## src/rtl/rcc_pkg.sv

```systemverilog
// constants for the first range compressor curve configuration block
// assumes a 16-bit word-addressed register port with one-cycle write and read strobes
package rcc_pkg;

    localparam logic [15:0] RCC_ADDR_GATE_RELEASE = 16'h0e82;
    localparam logic [15:0] RCC_ADDR_MAIN_KNEE = 16'h0e83;
    localparam logic [15:0] RCC_ADDR_GATE_KNEE = 16'h0e84;

    localparam logic [15:0] RCC_RST_GATE_RELEASE = 16'h0018;
    localparam logic [15:0] RCC_RST_MAIN_KNEE = 16'h0000;
    localparam logic [15:0] RCC_RST_GATE_KNEE = 16'h0000;

    // field positions in gate_release_slope_settings
    localparam int RCC_MIN_GAIN_LSB = 12;
    localparam int RCC_EXP_LSB = 10;
    localparam int RCC_THR_LSB = 8;
    localparam int RCC_DCY_LSB = 6;
    localparam int RCC_HI_LSB = 3;
    localparam int RCC_LO_LSB = 0;
    // field positions in the knee registers
    localparam int RCC_KNEE_IN_LSB = 5;
    localparam int RCC_KNEE_OUT_LSB = 0;

    // implemented bits of each register, the rest read as zero
    localparam logic [15:0] RCC_MASK_GATE_RELEASE = 16'hffff;
    localparam logic [15:0] RCC_MASK_MAIN_KNEE = 16'h07ff;
    localparam logic [15:0] RCC_MASK_GATE_KNEE = 16'h03ff;

    // linear level decoders, levels in signed quarter-dB units
    localparam int RCC_NUM_LVL = 5;
    localparam int RCC_LVL_MIN_GAIN = 0;
    localparam int RCC_LVL_KNEE_IN = 1;
    localparam int RCC_LVL_KNEE_OUT = 2;
    localparam int RCC_LVL_GATE_IN = 3;
    localparam int RCC_LVL_GATE_OUT = 4;
    localparam logic signed [15:0] RCC_LVL_BASE [RCC_NUM_LVL] = '{-16'sd144, 16'sd0, 16'sd0, -16'sd144, -16'sd120};
    localparam logic signed [15:0] RCC_LVL_STEP [RCC_NUM_LVL] = '{16'sd24, -16'sd3, -16'sd3, -16'sd6, -16'sd6};

    // reserved code limits
    localparam logic [3:0] RCC_MIN_GAIN_MAX = 4'hc;
    localparam logic [5:0] RCC_KNEE_IN_MAX = 6'h3c;
    localparam logic [4:0] RCC_KNEE_OUT_RSVD = 5'h1f;
    localparam logic [1:0] RCC_DCY_RSVD = 2'h3;
    localparam logic [2:0] RCC_HI_ZERO = 3'h5;
    localparam logic [2:0] RCC_LO_ZERO = 3'h4;

    // fast release threshold in dB: base plus step per code
    localparam logic [7:0] RCC_THR_BASE_DB = 8'h0c;
    localparam logic [7:0] RCC_THR_STEP_DB = 8'h06;

    // fast release decay times in microseconds
    localparam logic [15:0] RCC_DCY_00_US = 16'd725;
    localparam logic [15:0] RCC_DCY_01_US = 16'd1450;
    localparam logic [15:0] RCC_DCY_10_US = 16'd5800;

endpackage : rcc_pkg

```

## src/rtl/rcc_curve_config.sv

```systemverilog
// register bank and curve parameter decode for range_compressor_one
// assumes single-cycle word writes/reads on the register port and enables from the neighbouring control register
`timescale 1ns/10ps
//
// Overview of operation
// - gate minimum gain code 1..12 decodes -30 dB to 36 dB in 6 dB steps
// - gate minimum gain code 0 is -36 dB and the field resets to 0
// - gate expansion slope code selects ratio 1, 2, 4 or 8, resets to 0
// - fast release threshold 12..30 dB, decay 0.725, 1.45 or 5.8 ms, both reset to 0
// - upper slope 1 down to 1/16 or zero, resets to 011, 110 and 111 reserved
// - lower slope 1 down to 1/8 or zero, resets to 000, 101 and 11x reserved
// - main knee input 0 dB down to -45 dB in 0.75 dB steps
// - main knee output 0 dB down to -22.5 dB in 0.75 dB steps
// - gate knee levels in 1.5 dB steps; output only used while its enable is set
module rcc_curve_config
(
    input wire logic clk_in,
    input wire logic rst_n_in,
    input wire logic [15:0] reg_addr_in,
    input wire logic [15:0] reg_wdata_in,
    input wire logic reg_wr_in,
    input wire logic reg_rd_in,
    input wire logic noise_gate_enable_in,
    input wire logic gate_knee_out_enable_in,
    output logic [15:0] reg_rdata_out,
    output logic reg_rvalid_out,
    output logic signed [15:0] gate_min_gain_out,
    output logic [1:0] gate_expansion_shift_out,
    output logic [7:0] fast_release_threshold_db_out,
    output logic [15:0] fast_release_decay_us_out,
    output logic [2:0] upper_compress_shift_out,
    output logic upper_compress_zero_out,
    output logic [2:0] lower_compress_shift_out,
    output logic lower_compress_zero_out,
    output logic signed [15:0] main_knee_in_level_out,
    output logic signed [15:0] main_knee_out_level_out,
    output logic signed [15:0] gate_knee_in_level_out,
    output logic signed [15:0] gate_knee_out_level_out,
    output logic gate_knee_in_active_out,
    output logic gate_knee_out_active_out,
    output logic cfg_reserved_out
);
    import rcc_pkg::*;

    logic [15:0] gate_release_q;
    logic [15:0] main_knee_q;
    logic [15:0] gate_knee_q;

    logic sel_gate_release;
    logic sel_main_knee;
    logic sel_gate_knee;
    logic [15:0] rdata_d;

    logic [3:0] gate_min_gain;
    logic [1:0] gate_expansion_slope;
    logic [1:0] fast_release_threshold;
    logic [1:0] fast_release_decay;
    logic [2:0] upper_compress_slope;
    logic [2:0] lower_compress_slope;
    logic [5:0] main_knee_in_level;
    logic [4:0] main_knee_out_level;
    logic [4:0] gate_knee_in_level;
    logic [4:0] gate_knee_out_level;

    logic [7:0] thr_db_d;
    logic [15:0] dcy_us_d;
    logic [2:0] hi_shift_d;
    logic hi_zero_d;
    logic [2:0] lo_shift_d;
    logic lo_zero_d;
    logic reserved_d;
    logic [5:0] lvl_code [RCC_NUM_LVL];
    logic signed [15:0] lvl_value [RCC_NUM_LVL];

    // address decode; unmapped addresses write nothing and read zero
    assign sel_gate_release = (reg_addr_in == RCC_ADDR_GATE_RELEASE);
    assign sel_main_knee = (reg_addr_in == RCC_ADDR_MAIN_KNEE);
    assign sel_gate_knee = (reg_addr_in == RCC_ADDR_GATE_KNEE);
    assign rdata_d = sel_gate_release ? gate_release_q :
                     sel_main_knee ? main_knee_q :
                     sel_gate_knee ? gate_knee_q : 16'h0000;

    always_ff @(posedge clk_in or negedge rst_n_in)
    begin
        if (!rst_n_in)
        begin
            gate_release_q <= RCC_RST_GATE_RELEASE;
            main_knee_q <= RCC_RST_MAIN_KNEE;
            gate_knee_q <= RCC_RST_GATE_KNEE;
        end
        else if (reg_wr_in)
        begin
            if (sel_gate_release)
                gate_release_q <= reg_wdata_in & RCC_MASK_GATE_RELEASE;
            if (sel_main_knee)
                main_knee_q <= reg_wdata_in & RCC_MASK_MAIN_KNEE;
            if (sel_gate_knee)
                gate_knee_q <= reg_wdata_in & RCC_MASK_GATE_KNEE;
        end
    end

    always_ff @(posedge clk_in or negedge rst_n_in)
    begin
        if (!rst_n_in)
        begin
            reg_rdata_out <= 16'h0000;
            reg_rvalid_out <= 1'b0;
        end
        else
        begin
            reg_rdata_out <= reg_rd_in ? rdata_d : 16'h0000;
            reg_rvalid_out <= reg_rd_in;
        end
    end

    // field extraction
    assign gate_min_gain = gate_release_q[RCC_MIN_GAIN_LSB +: 4];
    assign gate_expansion_slope = gate_release_q[RCC_EXP_LSB +: 2];
    assign fast_release_threshold = gate_release_q[RCC_THR_LSB +: 2];
    assign fast_release_decay = gate_release_q[RCC_DCY_LSB +: 2];
    assign upper_compress_slope = gate_release_q[RCC_HI_LSB +: 3];
    assign lower_compress_slope = gate_release_q[RCC_LO_LSB +: 3];
    assign main_knee_in_level = main_knee_q[RCC_KNEE_IN_LSB +: 6];
    assign main_knee_out_level = main_knee_q[RCC_KNEE_OUT_LSB +: 5];
    assign gate_knee_in_level = gate_knee_q[RCC_KNEE_IN_LSB +: 5];
    assign gate_knee_out_level = gate_knee_q[RCC_KNEE_OUT_LSB +: 5];

    assign lvl_code[RCC_LVL_MIN_GAIN] = {2'h0, gate_min_gain};
    assign lvl_code[RCC_LVL_KNEE_IN] = main_knee_in_level;
    assign lvl_code[RCC_LVL_KNEE_OUT] = {1'b0, main_knee_out_level};
    assign lvl_code[RCC_LVL_GATE_IN] = {1'b0, gate_knee_in_level};
    assign lvl_code[RCC_LVL_GATE_OUT] = {1'b0, gate_knee_out_level};

    // all level fields are linear in the code, so one decoder shape covers them
    genvar g;
    generate
        for (g = 0; g < RCC_NUM_LVL; g = g + 1)
        begin : gen_lvl
            rcc_lin_decode #(
                .BASE(RCC_LVL_BASE[g]),
                .STEP(RCC_LVL_STEP[g])
            ) u_dec (
                .clk_in(clk_in),
                .rst_n_in(rst_n_in),
                .code_in(lvl_code[g]),
                .level_out(lvl_value[g])
            );
        end
    endgenerate

    assign gate_min_gain_out = lvl_value[RCC_LVL_MIN_GAIN];
    assign main_knee_in_level_out = lvl_value[RCC_LVL_KNEE_IN];
    assign main_knee_out_level_out = lvl_value[RCC_LVL_KNEE_OUT];
    assign gate_knee_in_level_out = lvl_value[RCC_LVL_GATE_IN];
    assign gate_knee_out_level_out = lvl_value[RCC_LVL_GATE_OUT];

    assign thr_db_d = 8'(RCC_THR_BASE_DB + RCC_THR_STEP_DB * {6'h00, fast_release_threshold});
    assign dcy_us_d = (fast_release_decay == 2'h1) ? RCC_DCY_01_US :
                      (fast_release_decay == 2'h2) ? RCC_DCY_10_US : RCC_DCY_00_US;
    // slopes are powers of two, so the gain stage shifts instead of multiplying
    assign hi_zero_d = (upper_compress_slope == RCC_HI_ZERO);
    assign hi_shift_d = hi_zero_d ? 3'h0 : upper_compress_slope;
    assign lo_zero_d = (lower_compress_slope == RCC_LO_ZERO);
    assign lo_shift_d = lo_zero_d ? 3'h0 : lower_compress_slope;

    // reserved codes are flagged only; software is trusted to avoid them
    assign reserved_d = (gate_min_gain > RCC_MIN_GAIN_MAX)
                      || (fast_release_decay == RCC_DCY_RSVD)
                      || (upper_compress_slope > RCC_HI_ZERO)
                      || (lower_compress_slope > RCC_LO_ZERO)
                      || (main_knee_in_level > RCC_KNEE_IN_MAX)
                      || (main_knee_out_level == RCC_KNEE_OUT_RSVD);

    always_ff @(posedge clk_in or negedge rst_n_in)
    begin
        if (!rst_n_in)
        begin
            gate_expansion_shift_out <= 2'h0;
            fast_release_threshold_db_out <= 8'h00;
            fast_release_decay_us_out <= 16'h0000;
            upper_compress_shift_out <= 3'h0;
            upper_compress_zero_out <= 1'b0;
            lower_compress_shift_out <= 3'h0;
            lower_compress_zero_out <= 1'b0;
            gate_knee_in_active_out <= 1'b0;
            gate_knee_out_active_out <= 1'b0;
            cfg_reserved_out <= 1'b0;
        end
        else
        begin
            gate_expansion_shift_out <= gate_expansion_slope;
            fast_release_threshold_db_out <= thr_db_d;
            fast_release_decay_us_out <= dcy_us_d;
            upper_compress_shift_out <= hi_shift_d;
            upper_compress_zero_out <= hi_zero_d;
            lower_compress_shift_out <= lo_shift_d;
            lower_compress_zero_out <= lo_zero_d;
            gate_knee_in_active_out <= noise_gate_enable_in;
            gate_knee_out_active_out <= gate_knee_out_enable_in;
            cfg_reserved_out <= reserved_d;
        end
    end

    chk_min_gain_top: assert property (@(posedge clk_in) disable iff (!rst_n_in)
        (gate_min_gain == 4'h1) |=> (gate_min_gain_out == -16'sd120))
        else $error("gate min gain code 1 not -30 dB");
    chk_min_gain_max: assert property (@(posedge clk_in) disable iff (!rst_n_in)
        (gate_min_gain == 4'hc) |=> (gate_min_gain_out == 16'sd144))
        else $error("gate min gain code 12 not 36 dB");
    // the flag is shared by several fields, so only the reserved side of min gain, decay and upper slope is asserted on it
    chk_min_gain_rsvd: assert property (@(posedge clk_in) disable iff (!rst_n_in)
        (gate_min_gain > RCC_MIN_GAIN_MAX) |=> cfg_reserved_out)
        else $error("gate min gain reserved code not flagged");
    chk_min_gain_zero: assert property (@(posedge clk_in) disable iff (!rst_n_in)
        (gate_min_gain == 4'h0) |=> (gate_min_gain_out == -16'sd144))
        else $error("gate min gain code 0 not -36 dB");
    chk_expansion_ratio: assert property (@(posedge clk_in) disable iff (!rst_n_in)
        (reg_wr_in && sel_gate_release) |=> ##1 (gate_expansion_shift_out == $past(reg_wdata_in[11:10], 2)))
        else $error("expansion slope not taken from write");
    chk_release_threshold: assert property (@(posedge clk_in) disable iff (!rst_n_in)
        (fast_release_threshold == 2'h3) |=> (fast_release_threshold_db_out == 8'd30))
        else $error("fast release threshold code 3 not 30 dB");
    chk_release_decay: assert property (@(posedge clk_in) disable iff (!rst_n_in)
        (fast_release_decay == 2'h2) |=> (fast_release_decay_us_out == 16'd5800))
        else $error("fast release decay code 2 not 5.8 ms");
    chk_decay_rsvd: assert property (@(posedge clk_in) disable iff (!rst_n_in)
        (fast_release_decay == RCC_DCY_RSVD) |=> cfg_reserved_out)
        else $error("fast release decay reserved code not flagged");
    chk_upper_slope: assert property (@(posedge clk_in) disable iff (!rst_n_in)
        (upper_compress_slope == 3'h5) |=> upper_compress_zero_out ##0 (upper_compress_shift_out == 3'h0))
        else $error("upper slope code 5 not zero");
    chk_upper_rsvd: assert property (@(posedge clk_in) disable iff (!rst_n_in)
        (upper_compress_slope[2:1] == 2'h3) |=> cfg_reserved_out)
        else $error("upper slope reserved code not flagged");
    chk_lower_slope: assert property (@(posedge clk_in) disable iff (!rst_n_in)
        (lower_compress_slope == 3'h2) |=> (lower_compress_shift_out == 3'h2) && !lower_compress_zero_out)
        else $error("lower slope code 2 not 1/4");
    chk_lower_zero: assert property (@(posedge clk_in) disable iff (!rst_n_in)
        (lower_compress_slope == 3'h4) |=> lower_compress_zero_out)
        else $error("lower slope code 4 not zero");
    chk_knee_in_floor: assert property (@(posedge clk_in) disable iff (!rst_n_in)
        (main_knee_in_level == 6'h3c) |=> (main_knee_in_level_out == -16'sd180))
        else $error("main knee input 0x3c not -45 dB");
    chk_knee_out_floor: assert property (@(posedge clk_in) disable iff (!rst_n_in)
        (main_knee_out_level == 5'h1e) |=> (main_knee_out_level_out == -16'sd90))
        else $error("main knee output 0x1e not -22.5 dB");
    chk_gate_knee_in: assert property (@(posedge clk_in) disable iff (!rst_n_in)
        (gate_knee_in_level == 5'h1f) |=> (gate_knee_in_level_out == -16'sd330))
        else $error("gate knee input 0x1f not -82.5 dB");
    chk_gate_knee_out: assert property (@(posedge clk_in) disable iff (!rst_n_in)
        (gate_knee_out_level == 5'h1f && gate_knee_out_enable_in) |=>
        (gate_knee_out_level_out == -16'sd306) && gate_knee_out_active_out)
        else $error("gate knee output 0x1f not -76.5 dB or not active");
endmodule : rcc_curve_config

```

## src/rtl/rcc_lin_decode.sv

```systemverilog
// registered linear decode of a level code: base plus step times code
// assumes code is stable between register writes; one cycle latency
`timescale 1ns/10ps
module rcc_lin_decode
#(
    parameter logic signed [15:0] BASE = 16'sd0,
    parameter logic signed [15:0] STEP = 16'sd1
)
(
    input wire logic clk_in,
    input wire logic rst_n_in,
    input wire logic [5:0] code_in,
    output logic signed [15:0] level_out
);
    logic signed [15:0] level_d;
    logic signed [15:0] code_s;

    assign code_s = $signed({10'h000, code_in});
    assign level_d = 16'(BASE + STEP * code_s);

    always_ff @(posedge clk_in or negedge rst_n_in)
    begin
        if (!rst_n_in)
            level_out <= 16'sh0000;
        else
            level_out <= level_d;
    end
endmodule : rcc_lin_decode

```

## config.mk

```make
export PLATFORM = sky130hd
export DESIGN_NAME = rcc_curve_config
export DESIGN_NICKNAME = d
export VERILOG_FILES = /design/src/rtl/rcc_pkg.sv /design/src/rtl/rcc_curve_config.sv /design/src/rtl/rcc_lin_decode.sv
export SDC_FILE = /design/constraint.sdc
export NUM_CORES = 1
export LEC_CHECK = 0
export BUFFER_PORTS_ARGS = -buffer_cell sky130_fd_sc_hd__buf_2
export CORE_ASPECT_RATIO = 0.9
export CORE_MARGIN = 2
export CORE_UTILIZATION = 40
export CTS_CLUSTER_SIZE = 20
export DETAILED_ROUTE_END_ITERATION = 8
export PLACE_DENSITY = 0.63
export SLEW_MARGIN = 10
export SYNTH_ARGS = -nofsm -noshare
export SYNTH_HDL_FRONTEND = slang
export SYNTH_HIERARCHICAL = 1
export SYNTH_SLANG_ARGS = --single-unit
```

## constraint.sdc

```tcl
create_clock -name clk_in -period 3.6 [get_ports clk_in]
set_clock_uncertainty 0.05 [all_clocks]
set_input_delay 0.18 -clock clk_in [delete_from_list [all_inputs] [get_ports clk_in]]
set_output_delay 0.18 -clock clk_in [all_outputs]
set_load 0.05 [all_outputs]
```

* Word level (Yosys, flattened, before mapping)
Index checks and enable logic that the tools add are counted.
** Word-level totals
- Flip-flop bits (word level) :: 166
- Latch bits :: 0
- Bits in writable memories :: 0
- Bits in read-only memories :: 0
- Input port bits :: 38
- Memories kept :: 0
** Operators by class
- Add/sub/neg operators :: 4
- Multipliers :: 6
- Div/mod/pow operators :: 0
- Magnitude comparators :: 4
- Equal/unequal tests :: 9
- Shifts and indexed selects :: 0
- Multiplexer cells :: 8
- Bitwise gates (word level) :: 0
- Reduce and logical (&&, ||, !) cells :: 8
** Operators with widths (number)
- equality test 16 x 12 -> 1 bit, second input constant :: 3
- adder 9 x 16 -> 16 bit, first input constant :: 2
- two-way mux 16 bit :: 2
- multiplier 3 x 6 -> 9 bit, first input constant :: 3
- two-way mux 13 bit :: 2
- adder 8 x 16 -> 16 bit, first input constant :: 1
- two-way mux 11 bit :: 1
- multiplier 3 x 7 -> 10 bit, first input constant :: 1
- two-way mux 10 bit :: 1
- adder 4 x 5 -> 6 bit, first input constant :: 1
- equality test 3 bit, second input constant :: 2
- > comparator 3 bit, second input constant :: 2
- > comparator 6 bit, second input constant :: 1
- multiplier 2 x 4 -> 6 bit, first input constant :: 1
- two-way mux 3 bit :: 2
- AND reduction 2 bit :: 3
- equality test 5 bit, second input constant :: 1
- logical OR 1 bit :: 5
- equality test 2 bit, second input constant :: 2
- > comparator 4 bit, second input constant :: 1
- multiplier 2 x 2 -> 4 bit, first input constant :: 1
- equality test 2 x 1 -> 1 bit, second input constant :: 1

* Depth between registers and ports, before layout
- Depth after elaboration :: 6
- Depth in mapped cells :: 11

* By module
The synthesis kept the hierarchy.
** Modules (own cells, without submodules)
- rcc_curve_config :: instances 1, cells each 245, area each 3230.6 µm², seq. area each 1954.4 µm²
- rcc_lin_decode (gen_lvl[1].u_dec ...) :: instances 2, cells each 49, area each 594.3 µm², seq. area each 250.2 µm²
- rcc_lin_decode (gen_lvl[4].u_dec) :: instances 1, cells each 83, area each 860.8 µm², seq. area each 275.3 µm²
- rcc_lin_decode (gen_lvl[3].u_dec) :: instances 1, cells each 77, area each 810.8 µm², seq. area each 275.3 µm²
- rcc_lin_decode (gen_lvl[0].u_dec) :: instances 1, cells each 68, area each 734.5 µm², seq. area each 250.2 µm²

* Worst setup path before layout
OpenSTA, ideal clock, no wires.
- Path type :: flip-flop to flip-flop
- Start point :: reg gate_knee_q[1]
- End point :: reg gen_lvl[4].u_dec.level_out[9]
- Arrival time :: 2.760 ns
- Required time :: 3.403 ns
- Path slack :: 0.643 ns
- Stages on the path, launching flop included :: 12
- Path buffers :: 1
- Clock period less this slack :: 2.957 ns
- Cells stage by stage :: dfrtp_1 > inv_1 > ha_1 > ha_1 > ha_1 > fa_1 > xor2_1 > and3_1 > buf_6 > or4_1 > a21oi_1 > a2111oi_2
** Between the ends
- Cells in the longest elaborated chain, start to end :: 2
** Ends and longest elaborated chain
- start, declared :: RTL line rcc_curve_config.sv:47 : logic [15:0] gate_knee_q;
- start signal, assigned :: RTL line rcc_curve_config.sv:98 : gate_knee_q <= reg_wdata_in & RCC_MASK_GATE_KNEE;
- multiplier 3 x 6 -> 9 bit :: RTL line rcc_lin_decode.sv:19 : assign level_d = 16'(BASE + STEP * code_s);
- adder 8 x 16 -> 16 bit :: RTL line rcc_lin_decode.sv:19
- via gen_lvl[4].u_dec.level_d[9] :: RTL line rcc_lin_decode.sv:15 : logic signed [15:0] level_d;
- end signal, assigned :: RTL line rcc_lin_decode.sv:26 : level_out <= level_d;
- end, declared :: RTL line rcc_lin_decode.sv:13 : output logic signed [15:0] level_out
The timed path passes the listed nets, and every way through them passes these cells.
A chain may end at the register's enable or synchronous reset.

* Worst setup path in the final report
Ends and elaborated chain as after synthesis.

==> out/qor.yml <==
outcome:
  status: "finished, final reports clean"
critical_path:
  arrival_ps: 3330
  crit_type: "flip-flop to flip-flop"
  critical_path.endpoint_type: "flip-flop"
  r2r_cells: 10
  cp-start-kind: "flip-flop"
  crit_path_max_fanout: 7
  critical_path_required_ps: 3830
synthesis:
  seq_area_frac_synth_pct: 47.7
  synthDistinctLibCells: 72
  synth.cell_area_mm2: 0.00683
  post_synth_inst_count: 571
  synth-edff-count: 0
  syn-mean-instance-area_um2: 12.0
  synth_warn: 6
  async_reset_ff_share_pct: 100
  synth-seq-cells: 130
  synthFlopType: "sky130_fd_sc_hd__dfrtp_1"
power_and_ir_drop:
  switching_share_pct: 27.9
  ir_drop_mv: 0.296
  power.share.sequential_pct: 40.6
  clkPwrFrac_pct: 46.1
  cellInternalPower_mw: 2.68
  power_switching_mw: 1.04
  share_comb_of_total_power_pct: 13.4
  leakagePower_nw: 4.42
  power-per-cell-area_mw_per_mm2: 441
sta:
  maxSlewViolCount: 0
  slew-limit-headroom_pct: 31.6
  timing.fmax_ghz: 0.322
  final_hold_viol_count: 0
  worstMarginPinSlew_ps: 1030
  fin_crit_sh_pct: 86.3
  count_of_endpoints_failing_setup_in_the_final_report: 0
  finalCriticalPeriod_ps: 3110
  holdWs_ps: 24.7
  setup-tns-final_ps: 0
  rsz0062_at_grt: "no"
grt:
  grt_pass1_wl_um: 23100
  antenna_violations_before_repair: 0
  first_global_vias: 4698
  grt_start_max_net_pins: 118
  globalRouteTotalUtil_pct: 16.4
  grt.overflow.total: 0
finish:
  drive_above_1_share_pct: 35.0
  area.growth.synth_to_final_pct: 23.5
  nNetsFinal: 856
  insertedDiodeCount: 0
  most_frequent_cells_in_the_layout: "158 x sky130_fd_sc_hd__buf_2, 128 x sky130_fd_sc_hd__dfrtp_1, 72 x sky130_fd_sc_hd__ha_1"
  mostFrequentLayoutCell: "sky130_fd_sc_hd__buf_2"
clock_network:
  cts_root_buffer: "sky130_fd_sc_hd__clkbuf_16"
  post-cts-setup-buffers: 0
  clk_transition_reported_paths_ps: 60
  number_of_buffers_added_by_the_clock_tree_synthesis_step: 17
  tritoncts: "done"
  h-tree-depth: 4
  cts_buffer_depth: 2
  clk-insertion-delay-late_ps: 420
  cts.repair.resized: 0
  cts.sinks: 130
floorplan:
  core_mm2: 0.0168
  die_outline_area_mm2: 0.0181
  die_w_um: 142
  die_height_um: 128
  placementRows: 45
  starting_density_of_the_core_pct: 40.7
  io_pins: 172
route:
  initialDrtViolationCount: 261
  drc: 0
  vias: 4705
  routed_wl_per_cell_um: 14.9
  detail-route-antenna-nets: 0
  firstDrtPassIters: 4
  wirelength_um: 14400
  via_per_inst: 4.88
placement:
  gp_congestion: 0.856
  dp_hpwl_um: 10500
  count_of_buffers_from_port_buffering: 159
run:
  maxCapViolCount: 0
min_path:
  worst_hold_path.num_cells: 2
  worstHoldPathType: "input port to flip-flop"
==> kinds of logic after synthesis <==
logic type / after synthesis / synth area share (%)
AND/OR/NAND/NOR: 95 / 8.38
flip-flops: 130 / 47.7
XOR/XNOR: 27 / 3.46
buffers and inverters: 107 / 8.38
AO/OA/AOI/OAI: 91 / 10.7
multiplexers: 39 / 6.40
adder cells (fa/ha/maj): 77 / 14.7
other: 5 / 0.275
==> final cells by class <==
class	instances	area, µm²
Clock inverter	14	154
Tap cell	211	264
Fill cell	1483	8350
Timing Repair Buffer	183	1030
Clock buffer	18	439
Multi-Input combinational cell	359	3100
Sequential cell	130	3260
Inverter	50	188
==> registers in the layout (all words and copies together) (netlist names) <==
name                           flops
lower_compress_zero_out            1
gate_expansion_shift_out           2
fast_release_threshold_db_out      5
fast_release_decay_us_out          6
gen_lvl.u_dec/level_out           52
upper_compress_shift_out           3
lower_compress_shift_out           3
gate_knee_in_active_out            1
reg_rvalid_out                     1
gate_knee_q                       10
main_knee_q                       11
upper_compress_zero_out            1
cfg_reserved_out                   1
gate_release_q                    16
gate_knee_out_active_out           1
reg_rdata_out                     16
==> cells in the mapped netlist, types with 7 or more instances <==
cell / n / area (µm²)
sky130_fd_sc_hd__a21o_1: 16 / 120
sky130_fd_sc_hd__a21oi_1: 9 / 45.0
sky130_fd_sc_hd__a32oi_1: 11 / 96.3
sky130_fd_sc_hd__buf_4: 43 / 323
sky130_fd_sc_hd__clkbuf_1: 11 / 41.3
sky130_fd_sc_hd__dfrtp_1: 128 / 3200
sky130_fd_sc_hd__ha_1: 72 / 901
sky130_fd_sc_hd__inv_1: 50 / 188
sky130_fd_sc_hd__mux2_2: 35 / 394
sky130_fd_sc_hd__nand2_1: 11 / 41.3
sky130_fd_sc_hd__nor2_1: 25 / 93.8
sky130_fd_sc_hd__nor2b_1: 7 / 43.8
sky130_fd_sc_hd__o21ai_0: 14 / 70.1
sky130_fd_sc_hd__xnor2_1: 12 / 105
sky130_fd_sc_hd__xor2_1: 15 / 131
==> power by group through the flow <==
| stage | sequential, mW | clock (mW) | combinational [mW] |
|---|---|---|---|
| 6_report | 1.51 | 1.71 | 0.497 |
| 5_1_grt | 1.51 | 1.82 | 0.532 |
| 4_1_cts | 1.51 | 1.75 | 0.494 |
| 3_5_place_dp | 1.53 | 0 | 0.476 |
| 3_3_place_gp | 1.53 | 0 | 0.472 |
| 2_1_floorplan | 1.66 | 0 | 0.256 |
==> metal layers <==
| layer | wire, µm | GRT usage [%] | vias up |
|---|---|---|---|
| met5 | 0 | 0 | - |
| met3 | 825 | 4.48 | 24 |
| met2 | 7130 | 27.8 | 131 |
| met1 | 6110 | 19.9 | 2301 |
| li1 | - | - | 2249 |
| met4 | 287 | 6.82 | 0 |
==> worst paths after layout <==
kind,start,end,slack [ps]
setup / recovery,gate_knee_q[1],gen_lvl[4].u_dec/level_out[9],490
hold / removal,reg_wdata_in[7],main_knee_q[7],20
setup reg to reg,gate_knee_q[1],gen_lvl[4].u_dec/level_out[9],490
hold reg to reg,gate_release_q[11],gate_expansion_shift_out[1],360
max in group asynchronous,rst_n_in,gen_lvl[4].u_dec/level_out[10],2300
min in group asynchronous,rst_n_in,gen_lvl[2].u_dec/level_out[7],450
==> metrics by stage <==
step | instance area (µm²) | setup WS [ps] | instances | util, % | total power, mW
6_report | 8430 | 494 | 965 | 50.2 | 3.71
5_1_grt | 8430 | 354 | 965 | 50.2 | 3.86
4_1_cts | 8430 | 496 | 965 | 50.2 | 3.75
3_5_place_dp | 7640 | 504 | 914 | 45.6 | 2.01
3_3_place_gp | 7640 | 612 | 914 | 45.6 | 2.00
2_1_floorplan | 6920 | 643 | 596 | - | 1.91
==> repair_timing <==
action / in CTS / in global routing
hold endpoints to repair: 147 / 0
setup endpoints to repair: 0 / 0
hold buffers: 19 / 0
==> worst max-delay path, cell delays in order (launching register included) <==
cell                        delay (ps)
sky130_fd_sc_hd__dfrtp_1           390
sky130_fd_sc_hd__inv_1              60
sky130_fd_sc_hd__ha_1              290
sky130_fd_sc_hd__ha_1              270
sky130_fd_sc_hd__ha_1              220
sky130_fd_sc_hd__fa_1              420
sky130_fd_sc_hd__xor2_1            190
sky130_fd_sc_hd__and3_1            290
sky130_fd_sc_hd__or4_1             550
sky130_fd_sc_hd__a21oi_1           180
sky130_fd_sc_hd__a2111oi_2          50
Power figures use the tool's default switching activity.
